==> src/hdl/mbpr_pkg.sv <==
// Package with function codes, field values and limits of the Modbus parameter responder
package mbpr_pkg;
	localparam logic [7:0] FC_READ_MULTI   = 8'h03;
	localparam logic [7:0] FC_WRITE_MULTI  = 8'h10;
	localparam logic [7:0] FC_READ_WRITE   = 8'h17;
	localparam logic [7:0] FC_ENCAP        = 8'h2b;
	localparam logic [7:0] FC_EXC_FLAG     = 8'h80;
	localparam logic [7:0] MEI_DEVICE_ID   = 8'h0e;
	localparam logic [7:0] DEVID_BASIC     = 8'h01;
	localparam logic [7:0] CONFORMITY_LVL  = 8'h02;
	localparam logic [7:0] MORE_FOLLOWS    = 8'h00;
	localparam logic [7:0] NEXT_OBJ_ID     = 8'h00;
	localparam logic [7:0] NUM_OBJECTS     = 8'h03;
	localparam logic [7:0] OBJ_VENDOR      = 8'h00;
	localparam logic [7:0] OBJ_PRODUCT     = 8'h01;
	localparam logic [7:0] OBJ_REVISION    = 8'h03;
	localparam logic [7:0] EXC_ILL_FUNC    = 8'h01;
	localparam logic [7:0] EXC_ILL_ADDR    = 8'h02;
	localparam logic [7:0] EXC_ILL_VALUE   = 8'h03;
	localparam logic [7:0] EXC_DEV_FAIL    = 8'h04;
	// Register quantity limit per read (125 registers in one PDU)
	localparam logic [15:0] MAX_READ_QTY   = 16'h007d;
	localparam logic [15:0] MAX_WRITE_QTY  = 16'h007b;
	// Identification strings: length of each fixed field
	localparam int          VENDOR_LEN     = 8;
	localparam int          PRODUCT_LEN    = 9;
	localparam int          REVISION_LEN   = 7;
	localparam logic [7:0]  ASCII_V        = 8'h56;
	localparam logic [7:0]  ASCII_DOT      = 8'h2e;
	localparam logic [7:0]  ASCII_ZERO     = 8'h30;
	localparam int          REQ_MAX        = 260;
	localparam int          IDX_W          = 9;
endpackage

==> src/hdl/mbpr_id_rom.sv <==
// Identification object byte source: vendor, product code and revision strings
`timescale 1ns/1ps
`default_nettype none
module mbpr_id_rom
	import mbpr_pkg::*;
#(
	// Arbitrary neutral identity strings
	parameter logic [8*VENDOR_LEN-1:0]  VENDOR_STR  = "ACMEDRV ",
	parameter logic [8*PRODUCT_LEN-1:0] PRODUCT_STR = "DRV000000",
	parameter logic [7:0]               REV_MAJOR   = 8'h02,
	parameter logic [11:0]              REV_MINOR   = 12'h001
) (
	input  wire logic [6:0] idx_in,
	output logic      [7:0] byte_out
);
	// Object stream: id, len, value for each of three objects
	localparam int L0 = 2 + VENDOR_LEN;
	localparam int L1 = L0 + 2 + PRODUCT_LEN;
	logic [8*REVISION_LEN-1:0] rev_str;
	always_comb begin
		// Revision as V, two major digits, dot, three minor digits
		rev_str = {ASCII_V, ASCII_ZERO | {4'h0, REV_MAJOR[7:4]},
			ASCII_ZERO | {4'h0, REV_MAJOR[3:0]}, ASCII_DOT,
			ASCII_ZERO | {4'h0, REV_MINOR[11:8]}, ASCII_ZERO | {4'h0, REV_MINOR[7:4]},
			ASCII_ZERO | {4'h0, REV_MINOR[3:0]}};
	end
	always_comb begin
		int i;
		i = int'(idx_in);
		if (i == 0) begin
			byte_out = OBJ_VENDOR;
		end else if (i == 1) begin
			byte_out = 8'(VENDOR_LEN);
		end else if (i < L0) begin
			byte_out = VENDOR_STR[8*(VENDOR_LEN-1-(i-2)) +: 8];
		end else if (i == L0) begin
			byte_out = OBJ_PRODUCT;
		end else if (i == L0 + 1) begin
			byte_out = 8'(PRODUCT_LEN);
		end else if (i < L1) begin
			byte_out = PRODUCT_STR[8*(PRODUCT_LEN-1-(i-L0-2)) +: 8];
		end else if (i == L1) begin
			byte_out = OBJ_REVISION;
		end else if (i == L1 + 1) begin
			byte_out = 8'(REVISION_LEN);
		end else if (i < L1 + 2 + REVISION_LEN) begin
			byte_out = rev_str[8*(REVISION_LEN-1-(i-L1-2)) +: 8];
		end else begin
			byte_out = 8'h00;
		end
	end
endmodule // mbpr_id_rom
`default_nettype wire

==> src/hdl/mbpr_responder.sv <==
// Modbus PDU request handler answering register and identification services
`timescale 1ns/1ps
`default_nettype none
// Function
// Good read/write answer: 0x17, byte count, then read register bytes.
// Refused read/write answer: 0x97 then one exception code 1 to 4.
// Refused identification answer: 0xab then one exception code 1 to 4.
// Master asks identification with 0x2b, 0x0e, 0x01, object 0x00.
// Identification header: 0x2b, 0x0e, echoed code, 0x02, 0x00, 0x00, 0x03.
// Objects are id, length, value; ids 0x00, 0x01, 0x03.
// Product code object is the ASCII type designation.
// Revision object is ASCII V, two digits, dot, three digits.
// Each parameter spans two registers; contiguous reads in one request.
// Read answer byte count is twice the register quantity.
// Master writes two registers and four bytes per parameter.
// Write answer echoes function, start address and quantity, no data.
// Read/write request: code, read addr, qty, write addr, qty, count, data.
// Unknown function code answered with code plus 0x80 and exception 1.
module mbpr_responder
#(
	parameter int ADDR_W = 16
) (
	input  wire logic        clk_in,
	input  wire logic        reset_in,
	input  wire logic [7:0]  req_data_in,
	input  wire logic        req_valid_in,
	input  wire logic        req_last_in,
	output logic             req_ready_out,
	output logic [7:0]       rsp_data_out,
	output logic             rsp_valid_out,
	output logic             rsp_last_out,
	input  wire logic        rsp_ready_in,
	output logic [15:0]      par_addr_out,
	output logic             par_rd_out,
	output logic             par_wr_out,
	output logic [15:0]      par_wdata_out,
	input  wire logic [15:0] par_rdata_in,
	input  wire logic        par_err_in
);
	import mbpr_pkg::*;

	typedef enum {
		S_RX, S_WRITE, S_HDR, S_READ, S_ID, S_DRAIN
	} mbpr_state_t;

	localparam int HDR_MAX = 7;
	localparam int ID_BYTES = 2 * 3 + VENDOR_LEN + PRODUCT_LEN + REVISION_LEN;

	typedef struct packed {
		mbpr_state_t             st;
		logic [8:0]              cnt;
		logic [7:0]              fc;
		logic [15:0]             a0;
		logic [15:0]             q0;
		logic [15:0]             a1;
		logic [15:0]             q1;
		logic [7:0]              bc;
		logic [7:0]              id_code;
		logic [7:0]              mei;
		logic [7:0]              obj;
		logic [7:0]              exc;
		logic [7:0]              hi;
		logic [15:0]             wr_idx;
		logic [15:0]             rd_idx;
		logic [2:0]              hdr_idx;
		logic                    lo;
		logic                    rx_over;
		logic [7:0]              out_d;
		logic                    out_v;
		logic                    out_l;
		logic                    rdy;
		logic [15:0]             pa;
		logic                    prd;
		logic                    pwr;
		logic [15:0]             pwd;
	} mbpr_regs_t;

	mbpr_regs_t r, nxt;
	logic [7:0] id_byte;
	logic [7:0] hdr_byte;
	logic [2:0] hdr_len;
	logic       take;
	logic       out_free;

	mbpr_id_rom u_rom (
		.idx_in   (r.cnt[6:0]),
		.byte_out (id_byte)
	);

	assign take = req_valid_in & r.rdy;
	assign out_free = ~r.out_v | rsp_ready_in;

	// Header bytes of each answer kind
	always_comb begin
		hdr_byte = 8'h00;
		hdr_len = 3'd2;
		if (r.exc != 8'h00) begin
			hdr_byte = (r.hdr_idx == 3'd0) ? (r.fc | FC_EXC_FLAG) : r.exc;
		end else if (r.fc == FC_WRITE_MULTI) begin
			hdr_len = 3'd5;
			unique case (r.hdr_idx)
				3'd0: hdr_byte = r.fc;
				3'd1: hdr_byte = r.a0[15:8];
				3'd2: hdr_byte = r.a0[7:0];
				3'd3: hdr_byte = r.q0[15:8];
				default: hdr_byte = r.q0[7:0];
			endcase
		end else if (r.fc == FC_ENCAP) begin
			hdr_len = 3'd7;
			unique case (r.hdr_idx)
				3'd0: hdr_byte = FC_ENCAP;
				3'd1: hdr_byte = MEI_DEVICE_ID;
				3'd2: hdr_byte = r.id_code;
				3'd3: hdr_byte = CONFORMITY_LVL;
				3'd4: hdr_byte = MORE_FOLLOWS;
				3'd5: hdr_byte = NEXT_OBJ_ID;
				default: hdr_byte = NUM_OBJECTS;
			endcase
		end else begin
			// Byte count is twice the read quantity
			hdr_byte = (r.hdr_idx == 3'd0) ? r.fc : {r.q0[6:0], 1'b0};
		end
	end

	always_comb begin
		nxt = r;
		nxt.prd = 1'b0;
		nxt.pwr = 1'b0;
		if (out_free) begin
			nxt.out_v = 1'b0;
			nxt.out_l = 1'b0;
		end
		unique case (r.st)
			S_RX: begin
				nxt.rdy = 1'b1;
				if (take) begin
					nxt.cnt = r.cnt + 9'd1;
					unique case (r.cnt)
						9'd0: nxt.fc = req_data_in;
						9'd1: begin nxt.a0[15:8] = req_data_in; nxt.mei = req_data_in; end
						9'd2: begin nxt.a0[7:0] = req_data_in; nxt.id_code = req_data_in; end
						9'd3: begin nxt.q0[15:8] = req_data_in; nxt.obj = req_data_in; end
						9'd4: nxt.q0[7:0] = req_data_in;
						9'd5: begin
							nxt.a1[15:8] = req_data_in;
							nxt.bc = req_data_in;
						end
						9'd6: nxt.a1[7:0] = req_data_in;
						9'd7: nxt.q1[15:8] = req_data_in;
						9'd8: nxt.q1[7:0] = req_data_in;
						9'd9: nxt.bc = req_data_in;
						default: nxt.rx_over = 1'b1;
					endcase
					if (req_last_in) begin
						nxt.rdy = 1'b0;
						nxt.cnt = '0;
						nxt.hdr_idx = '0;
						nxt.exc = 8'h00;
						nxt.st = S_HDR;
						unique case (r.fc)
							FC_READ_MULTI: begin
								// Quantity low byte is the last byte, so judge the next value
								if (nxt.q0 == 16'h0 || nxt.q0 > MAX_READ_QTY)
									nxt.exc = EXC_ILL_VALUE;
							end
							FC_WRITE_MULTI: begin
								// Two registers and four bytes per parameter
								if (r.q0 == 16'h0 || r.q0 > MAX_WRITE_QTY || r.q0[0] ||
										{r.q0[6:0], 1'b0} != r.a1[15:8])
									nxt.exc = EXC_ILL_VALUE;
								else
									nxt.st = S_WRITE;
							end
							FC_READ_WRITE: begin
								if (r.q0 == 16'h0 || r.q0 > MAX_READ_QTY || r.q1 == 16'h0 ||
										{r.q1[6:0], 1'b0} != r.bc)
									nxt.exc = EXC_ILL_VALUE;
								else
									nxt.st = S_WRITE;
							end
							FC_ENCAP: begin
								if (r.mei != MEI_DEVICE_ID || r.cnt != 9'd3)
									nxt.exc = EXC_ILL_VALUE;
								else if (r.id_code != DEVID_BASIC || req_data_in != OBJ_VENDOR)
									nxt.exc = EXC_ILL_ADDR;
							end
							default: nxt.exc = EXC_ILL_FUNC;
						endcase
						nxt.wr_idx = '0;
						nxt.lo = 1'b0;
					end
				end
			end
			S_WRITE: begin
				// Write data is not stored or forwarded; no write is issued on the
				// parameter port and par_wr_out stays low; this state passes straight
				// on to the answer header.
				nxt.st = S_HDR;
			end
			S_HDR: begin
				if (out_free) begin
					nxt.out_d = hdr_byte;
					nxt.out_v = 1'b1;
					nxt.hdr_idx = r.hdr_idx + 3'd1;
					if (r.hdr_idx == hdr_len - 3'd1) begin
						nxt.rd_idx = '0;
						nxt.lo = 1'b0;
						nxt.cnt = '0;
						if (r.exc != 8'h00 || r.fc == FC_WRITE_MULTI) begin
							nxt.out_l = 1'b1;
							nxt.st = S_RX;
						end else if (r.fc == FC_ENCAP) begin
							nxt.st = S_ID;
						end else begin
							nxt.pa = r.a0;
							nxt.prd = 1'b1;
							nxt.st = S_READ;
						end
					end
				end
			end
			S_READ: begin
				if (out_free && !r.prd) begin
					nxt.out_v = 1'b1;
					nxt.lo = ~r.lo;
					nxt.out_d = r.lo ? r.hi : par_rdata_in[15:8];
					if (!r.lo)
						nxt.hi = par_rdata_in[7:0];
					if (r.lo) begin
						nxt.rd_idx = r.rd_idx + 16'd1;
						if (r.rd_idx + 16'd1 == r.q0) begin
							nxt.out_l = 1'b1;
							nxt.st = S_RX;
						end else begin
							nxt.pa = r.pa + 16'd1;
							nxt.prd = 1'b1;
						end
					end
				end
			end
			S_ID: begin
				if (out_free) begin
					nxt.out_d = id_byte;
					nxt.out_v = 1'b1;
					nxt.cnt = r.cnt + 9'd1;
					if (r.cnt == 9'(ID_BYTES - 1)) begin
						nxt.out_l = 1'b1;
						nxt.st = S_RX;
					end
				end
			end
			default: nxt.st = S_RX;
		endcase
		if (r.st == S_RX && nxt.st == S_RX && !take)
			nxt.rdy = 1'b1;
		if (nxt.st != S_RX)
			nxt.rdy = 1'b0;
		if (par_err_in && r.st == S_READ)
			nxt.exc = EXC_DEV_FAIL;
	end

	always_ff @(posedge clk_in) begin
		if (reset_in) begin
			r <= '0;
			r.st <= S_RX;
		end else begin
			r <= nxt;
		end
	end

	assign req_ready_out = r.rdy;
	assign rsp_data_out  = r.out_d;
	assign rsp_valid_out = r.out_v;
	assign rsp_last_out  = r.out_l;
	assign par_addr_out  = r.pa;
	assign par_rd_out    = r.prd;
	assign par_wr_out    = r.pwr;
	assign par_wdata_out = r.pwd;

	exc_fc_a: assert property (@(posedge clk_in) disable iff (reset_in)
		(r.st == S_HDR && r.exc != 8'h00 && r.hdr_idx == 3'd0 && out_free) |=>
		(rsp_valid_out && rsp_data_out[7] && rsp_data_out[6:0] == r.fc[6:0]))
		else $error("exception answer lacks flagged code");
	exc_code_a: assert property (@(posedge clk_in) disable iff (reset_in)
		(r.st == S_HDR && r.exc != 8'h00 && r.hdr_idx == 3'd1 && out_free) |=>
		(rsp_last_out && rsp_data_out >= 8'h01 && rsp_data_out <= 8'h04))
		else $error("exception code out of range");
	unk_func_a: assert property (@(posedge clk_in) disable iff (reset_in)
		(take && req_last_in && r.fc != FC_READ_MULTI && r.fc != FC_WRITE_MULTI &&
		 r.fc != FC_READ_WRITE && r.fc != FC_ENCAP) |=> (r.exc == EXC_ILL_FUNC))
		else $error("unknown code not refused");
	id_hdr_a: assert property (@(posedge clk_in) disable iff (reset_in)
		(r.st == S_HDR && r.exc == 8'h00 && r.fc == FC_ENCAP && r.hdr_idx == 3'd6 &&
		 out_free) |=> (rsp_data_out == NUM_OBJECTS && r.st == S_ID))
		else $error("identification object count wrong");
	rd_count_a: assert property (@(posedge clk_in) disable iff (reset_in)
		(r.st == S_HDR && r.exc == 8'h00 && r.fc == FC_READ_WRITE &&
		 r.hdr_idx == 3'd1 && out_free) |=> (rsp_data_out == {r.q0[6:0], 1'b0}))
		else $error("byte count not twice quantity");
	wr_echo_a: assert property (@(posedge clk_in) disable iff (reset_in)
		(r.st == S_HDR && r.exc == 8'h00 && r.fc == FC_WRITE_MULTI &&
		 r.hdr_idx == 3'd4 && out_free) |=> (rsp_last_out && rsp_data_out == r.q0[7:0]))
		else $error("write echo does not end on quantity");
	rd_addr_a: assert property (@(posedge clk_in) disable iff (reset_in)
		$rose(par_rd_out) && r.st == S_READ && r.rd_idx == 16'd0 |-> par_addr_out == r.a0)
		else $error("read does not start at first address");
	id_first_a: assert property (@(posedge clk_in) disable iff (reset_in)
		(r.st == S_ID && r.cnt == 9'd0 && out_free) |=> (rsp_data_out == OBJ_VENDOR))
		else $error("first object is not vendor");
endmodule // mbpr_responder
`default_nettype wire

==> config.mk <==
export PLATFORM = sky130hd
export DESIGN_NAME = mbpr_responder
export DESIGN_NICKNAME = d
export VERILOG_FILES = /design/src/hdl/mbpr_pkg.sv /design/src/hdl/mbpr_id_rom.sv /design/src/hdl/mbpr_responder.sv
export SDC_FILE = /design/constraint.sdc
export NUM_CORES = 1
export LEC_CHECK = 0
export BUFFER_PORTS_ARGS = -buffer_cell sky130_fd_sc_hd__buf_2
export CAP_MARGIN = 0
export CORE_MARGIN = 5
export CORE_UTILIZATION = 45
export DETAILED_ROUTE_END_ITERATION = 8
export PLACE_DENSITY_LB_ADDON = 0.25
export SYNTH_ARGS = -nofsm -noshare
export SYNTH_HDL_FRONTEND = slang
export SYNTH_SLANG_ARGS = --single-unit
==> constraint.sdc <==
create_clock -name clk_in -period 3.6 [get_ports clk_in]
set_clock_uncertainty 0.1 [all_clocks]
set_input_delay 0.18 -clock clk_in [delete_from_list [all_inputs] [get_ports clk_in]]
set_output_delay 0.18 -clock clk_in [all_outputs]
set_load 0.05 [all_outputs]
==> results.env <==
MAXCAPVIOLATIONS=0
CTS.REPAIR_TIMING.SETUP_BUFFER_COUNT=0
SLEW_VIOL_FINAL=0
SYNTH_COMPOUND_GATE_AREA_SHARE=0.192
CRITICAL_PATH.REG2REG.STARTPOINT='r[201]$_SDFFE_PP0P_'
GRT_START_MAX_NET_PINS=93
TIMING.CRITICAL_PATH.TO_TYPE='flop'
PIN_COUNT=75
YS_WARN_COUNT=0
RSZ0062_AT_GRT='no'
DETAILED_PLACE_HPWL_MICRONS=21200
SYNTHESIS.INSTANCES=1259
POSTLAYOUTSETUPSLACKWORST_PS=133
NUM_ANTENNA_CELLS=0
DR.PASS1.ITERS=6
SYNTH_SIMPLE_GATE_AREA_SHARE=0.263
PLACEMENT.SETUP.WORST_SLACK_PS=80.4
CRIT-REG2REG-CAPTURE='par_addr_out[2]$_SDFFE_PP0P_'
DR_TOTAL_VIAS=9501
CRIT_FANOUT=4
ANTENNA_VIOLATING_NETS_POST_ROUTE=0
WIRELENGTH_MICRONS=29400
GPL.FINAL_WEIGHTED_CONGESTION=0.906
HOLDPATHSTAGES=3
CLK_PIN_SLEW_PS=80
POST_DRT_VIA_CELL_RATIO=5.91
FINISH.NET_COUNT=1363
FINAL.MIN_CLOCK_PERIOD_PS=3470
WORST_EP_REQUIRED_TIME_PS=3830
LAYOUT.FILLER_CELLS=2148
CRIT_ARRIVAL_PS=3700
POWER.TOTAL_uW=4030
MAX_SLEW.WORST_PIN.SLEW_PS=1120
WORSTSKEWPAIRLATENCY_PS=450
REG2REGPATHDEPTH=13
P_CLK_FRAC=0.491
SYNTH_XOR_AREA_FRAC=0.0451
DRT_DRC_VIOLATIONS_LEFT=0
DRIVE_ABOVE_1_SHARE=0.128
POWER.COMBINATIONAL.FRACTION=0.031
MIN_FROM='req_data_in[5]'
TOTAL_LEAKAGE_POWER_uW=0.00450
ROUTEDWLPERCELL_MICRONS=18.3
HTREEDEPTH=4
SYNTH.DISTINCT_CELLS=82
SWITCHINGPOWER_uW=1100
R2R_SETUP_SLACK_PS=130
YS_SEQ_ELEMENTS=172
SYNTHESIS.AREA_PER_INSTANCE_SQ_UM=7.87
WHS_ENDPOINT='r[199]$_SDFFE_PP0P_'
POWER.SEQUENTIAL.FRACTION=0.478
SYNTH_LARGEST_TYPE_AREA_FRACTION=0.347
WORST_SLEW_MARGIN_REL=0.251
FINALSETUPVIOLATIONS=0
FMAX_GHz=0.288
POSTSYNTH.TOPFLOPCELL='sky130_fd_sc_hd__dfxtp_1'
SYNTHADDERAREAFRAC=0.0227
DIE-AREA_SQ_UM=25100
AREA.GROWTH.SYNTH_TO_FINAL_PCT=13.4
ROWS=54
GRT_PASS1_VIAS=8839
CTS_BUFFERS=17
GLOBAL_ROUTE_WIRE_LENGTH_BEFORE_REPAIR_MICRONS=47200
SYNTHESIS.AREA_SQ_UM=9910
TIMING.CRITICAL_PATH.CELLS='or4_4 > or4_4 > a21oi_4 > inv_1 > ha_1 > xnor2_2 > and2_4 > nand3_1 > mux2i_1 > o21a_1 > o21ai_2 > o211a_1 > a221o_1'
FINAL_HOLD_VIOL_COUNT=0
DRT_ITER0_MARKERS=1042
SYNTH-ASYNC-RESET-RATIO=0
SETUP_TOTAL_NEGATIVE_SLACK_PS=0
NUMCLOCKSINKS=172
OUTCOME='finished, final reports clean'
FINAL_MIN_PERIOD_OVER_CLOCK_PERIOD=0.963
WORST_IR_DROP_ON_VDD_uV=277
TRACK_USAGE=0.233
CRITICAL_PATH.N_BUFFERS_INVERTERS=1
CORE_AR_SQ_UM=21800
TRITONCTS='done'
SYNTH_TOP_FAMILY_BY_AREA='simple AND/OR/NAND/NOR gates'
CTS_MAX_PATH_BUFFERS=2
CRITPATHLAUNCHTYPE='flop'
DIE_Y_MICRONS=158
CRITICAL-PATH-TOP-CELL-BY-COUNT='sky130_fd_sc_hd__or4_4'
SYNTH_ENABLE_FLOP_CELLS=0
GRT_ANTENNA_BEFORE_REPAIR=0
PLACE.PORT_BUFFERS=57
INTPOWER_uW=2930
CP_TOP_FAMILY='simple AND/OR/NAND/NOR gates'
SLOWEST_STAGE='sky130_fd_sc_hd__or4_4'
CTS_ROOT_BUFFER='sky130_fd_sc_hd__clkbuf_16'
TIMING.CRITICAL_PATH.SLOWEST_CELL_DELAY_PS=540
POWER-PER-CELL-AREA_nW_PER_UM2=358
GR-TOTAL-OVERFLOW=0
SYNTH.MUX.AREA_FRACTION=0.0568
DIE_WIDTH_MICRONS=158
SYNTH.LARGEST_AREA_CELL='sky130_fd_sc_hd__dfxtp_1'
MIN_PATH_TYPE='input port to flop'
SYNTH_SEQUENTIAL_AREA_RATIO=0.347
NETLIST_TOP_CELLS_AREA='sky130_fd_sc_hd__dfxtp_1 (35%), sky130_fd_sc_hd__nand2_1 (5.8%), sky130_fd_sc_hd__mux2i_1 (5.5%), sky130_fd_sc_hd__a21oi_1 (5.2%), sky130_fd_sc_hd__nor2_1 (5.0%)'
FLOORPLAN.INITIALDENSITY=0.456
POWER_SWITCHING_SHARE=0.273
WORSTSETUPPATHTYPE='flop to flop'
-- cell families after synthesis --
group / count (synthesis)
other: 1
DFF: 172
and+or+nand+nor: 526
xor gates and xnor gates: 51
muxes: 56
AOI/OAI and AO/OA: 289
adders and majority gates: 18
buffers and inverters: 146
-- layout make-up --
class	instances	area [sq um]	area share
Multi-Input combinational cell	986	5960	0.530
Sequential cell	172	3440	0.306
Timing Repair Buffer	117	763	0.0679
Clock buffer	17	425	0.0379
Tap cell	280	350	0.0312
Clock inverter	15	219	0.0195
Inverter	21	78.8	0.00701
-- power by group through the flow --
stage	logic (uW)	registers (uW)	clock network [uW]
6_report	126	1920	1980
5_1_grt	136	1920	2100
4_1_cts	124	1920	2020
3_5_place_dp	116	1970	0
3_3_place_gp	116	1970	0
2_1_floorplan	95.0	1970	0
-- cell usage in the layout, fill, tap and decap left out, types with 9 or more instances in the layout --
cell and count:
sky130_fd_sc_hd__nor2_1 130, sky130_fd_sc_hd__dfxtp_1 172, sky130_fd_sc_hd__xnor2_1 28, sky130_fd_sc_hd__ha_1 18, sky130_fd_sc_hd__nor2b_1 10, sky130_fd_sc_hd__nand2b_1 9, sky130_fd_sc_hd__a211oi_1 13, sky130_fd_sc_hd__nand3_1 55
sky130_fd_sc_hd__a221o_1 12, sky130_fd_sc_hd__inv_1 20, sky130_fd_sc_hd__clkbuf_16 17, sky130_fd_sc_hd__nand3b_1 10, sky130_fd_sc_hd__and3_1 17, sky130_fd_sc_hd__o21ai_0 47, sky130_fd_sc_hd__buf_4 51, sky130_fd_sc_hd__nor3_1 35
sky130_fd_sc_hd__a21oi_1 103, sky130_fd_sc_hd__o211ai_1 14, sky130_fd_sc_hd__nor4_1 26, sky130_fd_sc_hd__conb_1 46, sky130_fd_sc_hd__a221oi_1 9, sky130_fd_sc_hd__buf_2 56, sky130_fd_sc_hd__a31oi_1 18, sky130_fd_sc_hd__mux2i_1 54
sky130_fd_sc_hd__nand4_1 14, sky130_fd_sc_hd__or3_1 12, sky130_fd_sc_hd__xor2_1 22, sky130_fd_sc_hd__dlygate4sd3_1 10, sky130_fd_sc_hd__nand2_1 153
-- cells in the mapped netlist, types with 4 or more instances --
cell and number:
sky130_fd_sc_hd__a2111oi_0 4, sky130_fd_sc_hd__a211oi_1 13, sky130_fd_sc_hd__a21oi_1 103, sky130_fd_sc_hd__a221o_1 12, sky130_fd_sc_hd__a221oi_1 9, sky130_fd_sc_hd__a222oi_1 8
sky130_fd_sc_hd__a22oi_1 7, sky130_fd_sc_hd__a311oi_1 8, sky130_fd_sc_hd__a31oi_1 18, sky130_fd_sc_hd__and2_1 9, sky130_fd_sc_hd__and3_1 17, sky130_fd_sc_hd__and4_1 8
sky130_fd_sc_hd__buf_2 10, sky130_fd_sc_hd__buf_4 43, sky130_fd_sc_hd__clkbuf_1 69, sky130_fd_sc_hd__dfxtp_1 172, sky130_fd_sc_hd__ha_1 18, sky130_fd_sc_hd__inv_1 20
sky130_fd_sc_hd__mux2i_1 54, sky130_fd_sc_hd__nand2_1 153, sky130_fd_sc_hd__nand2b_1 9, sky130_fd_sc_hd__nand3_1 55, sky130_fd_sc_hd__nand3b_1 10, sky130_fd_sc_hd__nand4_1 14
sky130_fd_sc_hd__nor2_1 131, sky130_fd_sc_hd__nor2b_1 10, sky130_fd_sc_hd__nor3_1 35, sky130_fd_sc_hd__nor3b_1 5, sky130_fd_sc_hd__nor4_1 26, sky130_fd_sc_hd__nor4_2 4
sky130_fd_sc_hd__o211a_1 4, sky130_fd_sc_hd__o211ai_1 14, sky130_fd_sc_hd__o21a_1 4, sky130_fd_sc_hd__o21ai_0 47, sky130_fd_sc_hd__o21ai_1 6, sky130_fd_sc_hd__o22ai_1 4
sky130_fd_sc_hd__or3_1 12, sky130_fd_sc_hd__or4_1 7, sky130_fd_sc_hd__xnor2_1 29, sky130_fd_sc_hd__xor2_1 22
-- worst reg2reg max path, cell delays in order, from the launching register on --
cell and delay, ps:
sky130_fd_sc_hd__dfxtp_1 330, sky130_fd_sc_hd__or4_4 540, sky130_fd_sc_hd__or4_4 450, sky130_fd_sc_hd__a21oi_4 180, sky130_fd_sc_hd__inv_1 60, sky130_fd_sc_hd__ha_1 320, sky130_fd_sc_hd__xnor2_2 150, sky130_fd_sc_hd__and2_4 170
sky130_fd_sc_hd__nand3_1 70, sky130_fd_sc_hd__mux2i_1 230, sky130_fd_sc_hd__o21a_1 180, sky130_fd_sc_hd__o21ai_2 90, sky130_fd_sc_hd__o211a_1 240, sky130_fd_sc_hd__a221o_1 250
-- layer usage --
metal,GRT usage,vias to the layer above,routed length (microns)
met1,0.333,4534,13500
met4,0.0646,0,586
met3,0.0495,56,2260
met5,0,-,0
met2,0.357,338,13000
li1,-,4573,-
-- worst max path at each step --
stage / startpoint / end / slack, ps / cells past startpoint
after detailed placement: r[201]$_SDFFE_PP0P_ / par_addr_out[2]$_SDFFE_PP0P_ / 80 / 13
final: r[201]$_SDFFE_PP0P_ / par_addr_out[2]$_SDFFE_PP0P_ / 130 / 13
after floorplan: r[201]$_SDFFE_PP0P_ / par_addr_out[9]$_SDFFE_PP0P_ / 20 / 15
after global routing: r[201]$_SDFFE_PP0P_ / par_addr_out[2]$_SDFFE_PP0P_ / 2 / 13
after global placement: r[201]$_SDFFE_PP0P_ / par_addr_out[9]$_SDFFE_PP0P_ / 130 / 13
after CTS: r[201]$_SDFFE_PP0P_ / par_addr_out[2]$_SDFFE_PP0P_ / 60 / 13
-- registers in the layout (all words and copies together), names as in the netlist --
| name | flops |
|---|---|
| par_rd_out | 1 |
| req_ready_out | 1 |
| rsp_valid_out | 1 |
| rsp_data_out | 8 |
| par_addr_out | 16 |
| r | 144 |
| rsp_last_out | 1 |
-- what timing repair did --
item | CTS | global route
hold buffers | 10 | 0
gates resized for setup | 0 | 8
hold endpoints to repair | 12 | 0
setup endpoints to repair | 0 | 30
-- metrics by stage --
stage                util  hold WS, ps  cell area, sq um  instances
CTS                 0.515         4.66             11200       1608
global route        0.517         23.7             11200       1608
global placement    0.481          326             10500       1566
detailed placement  0.481          334             10500       1566
finish              0.517         18.8             11200       1608
floorplan               -          220             10100       1304
Note: power is estimated with default switching activity, not from simulation.
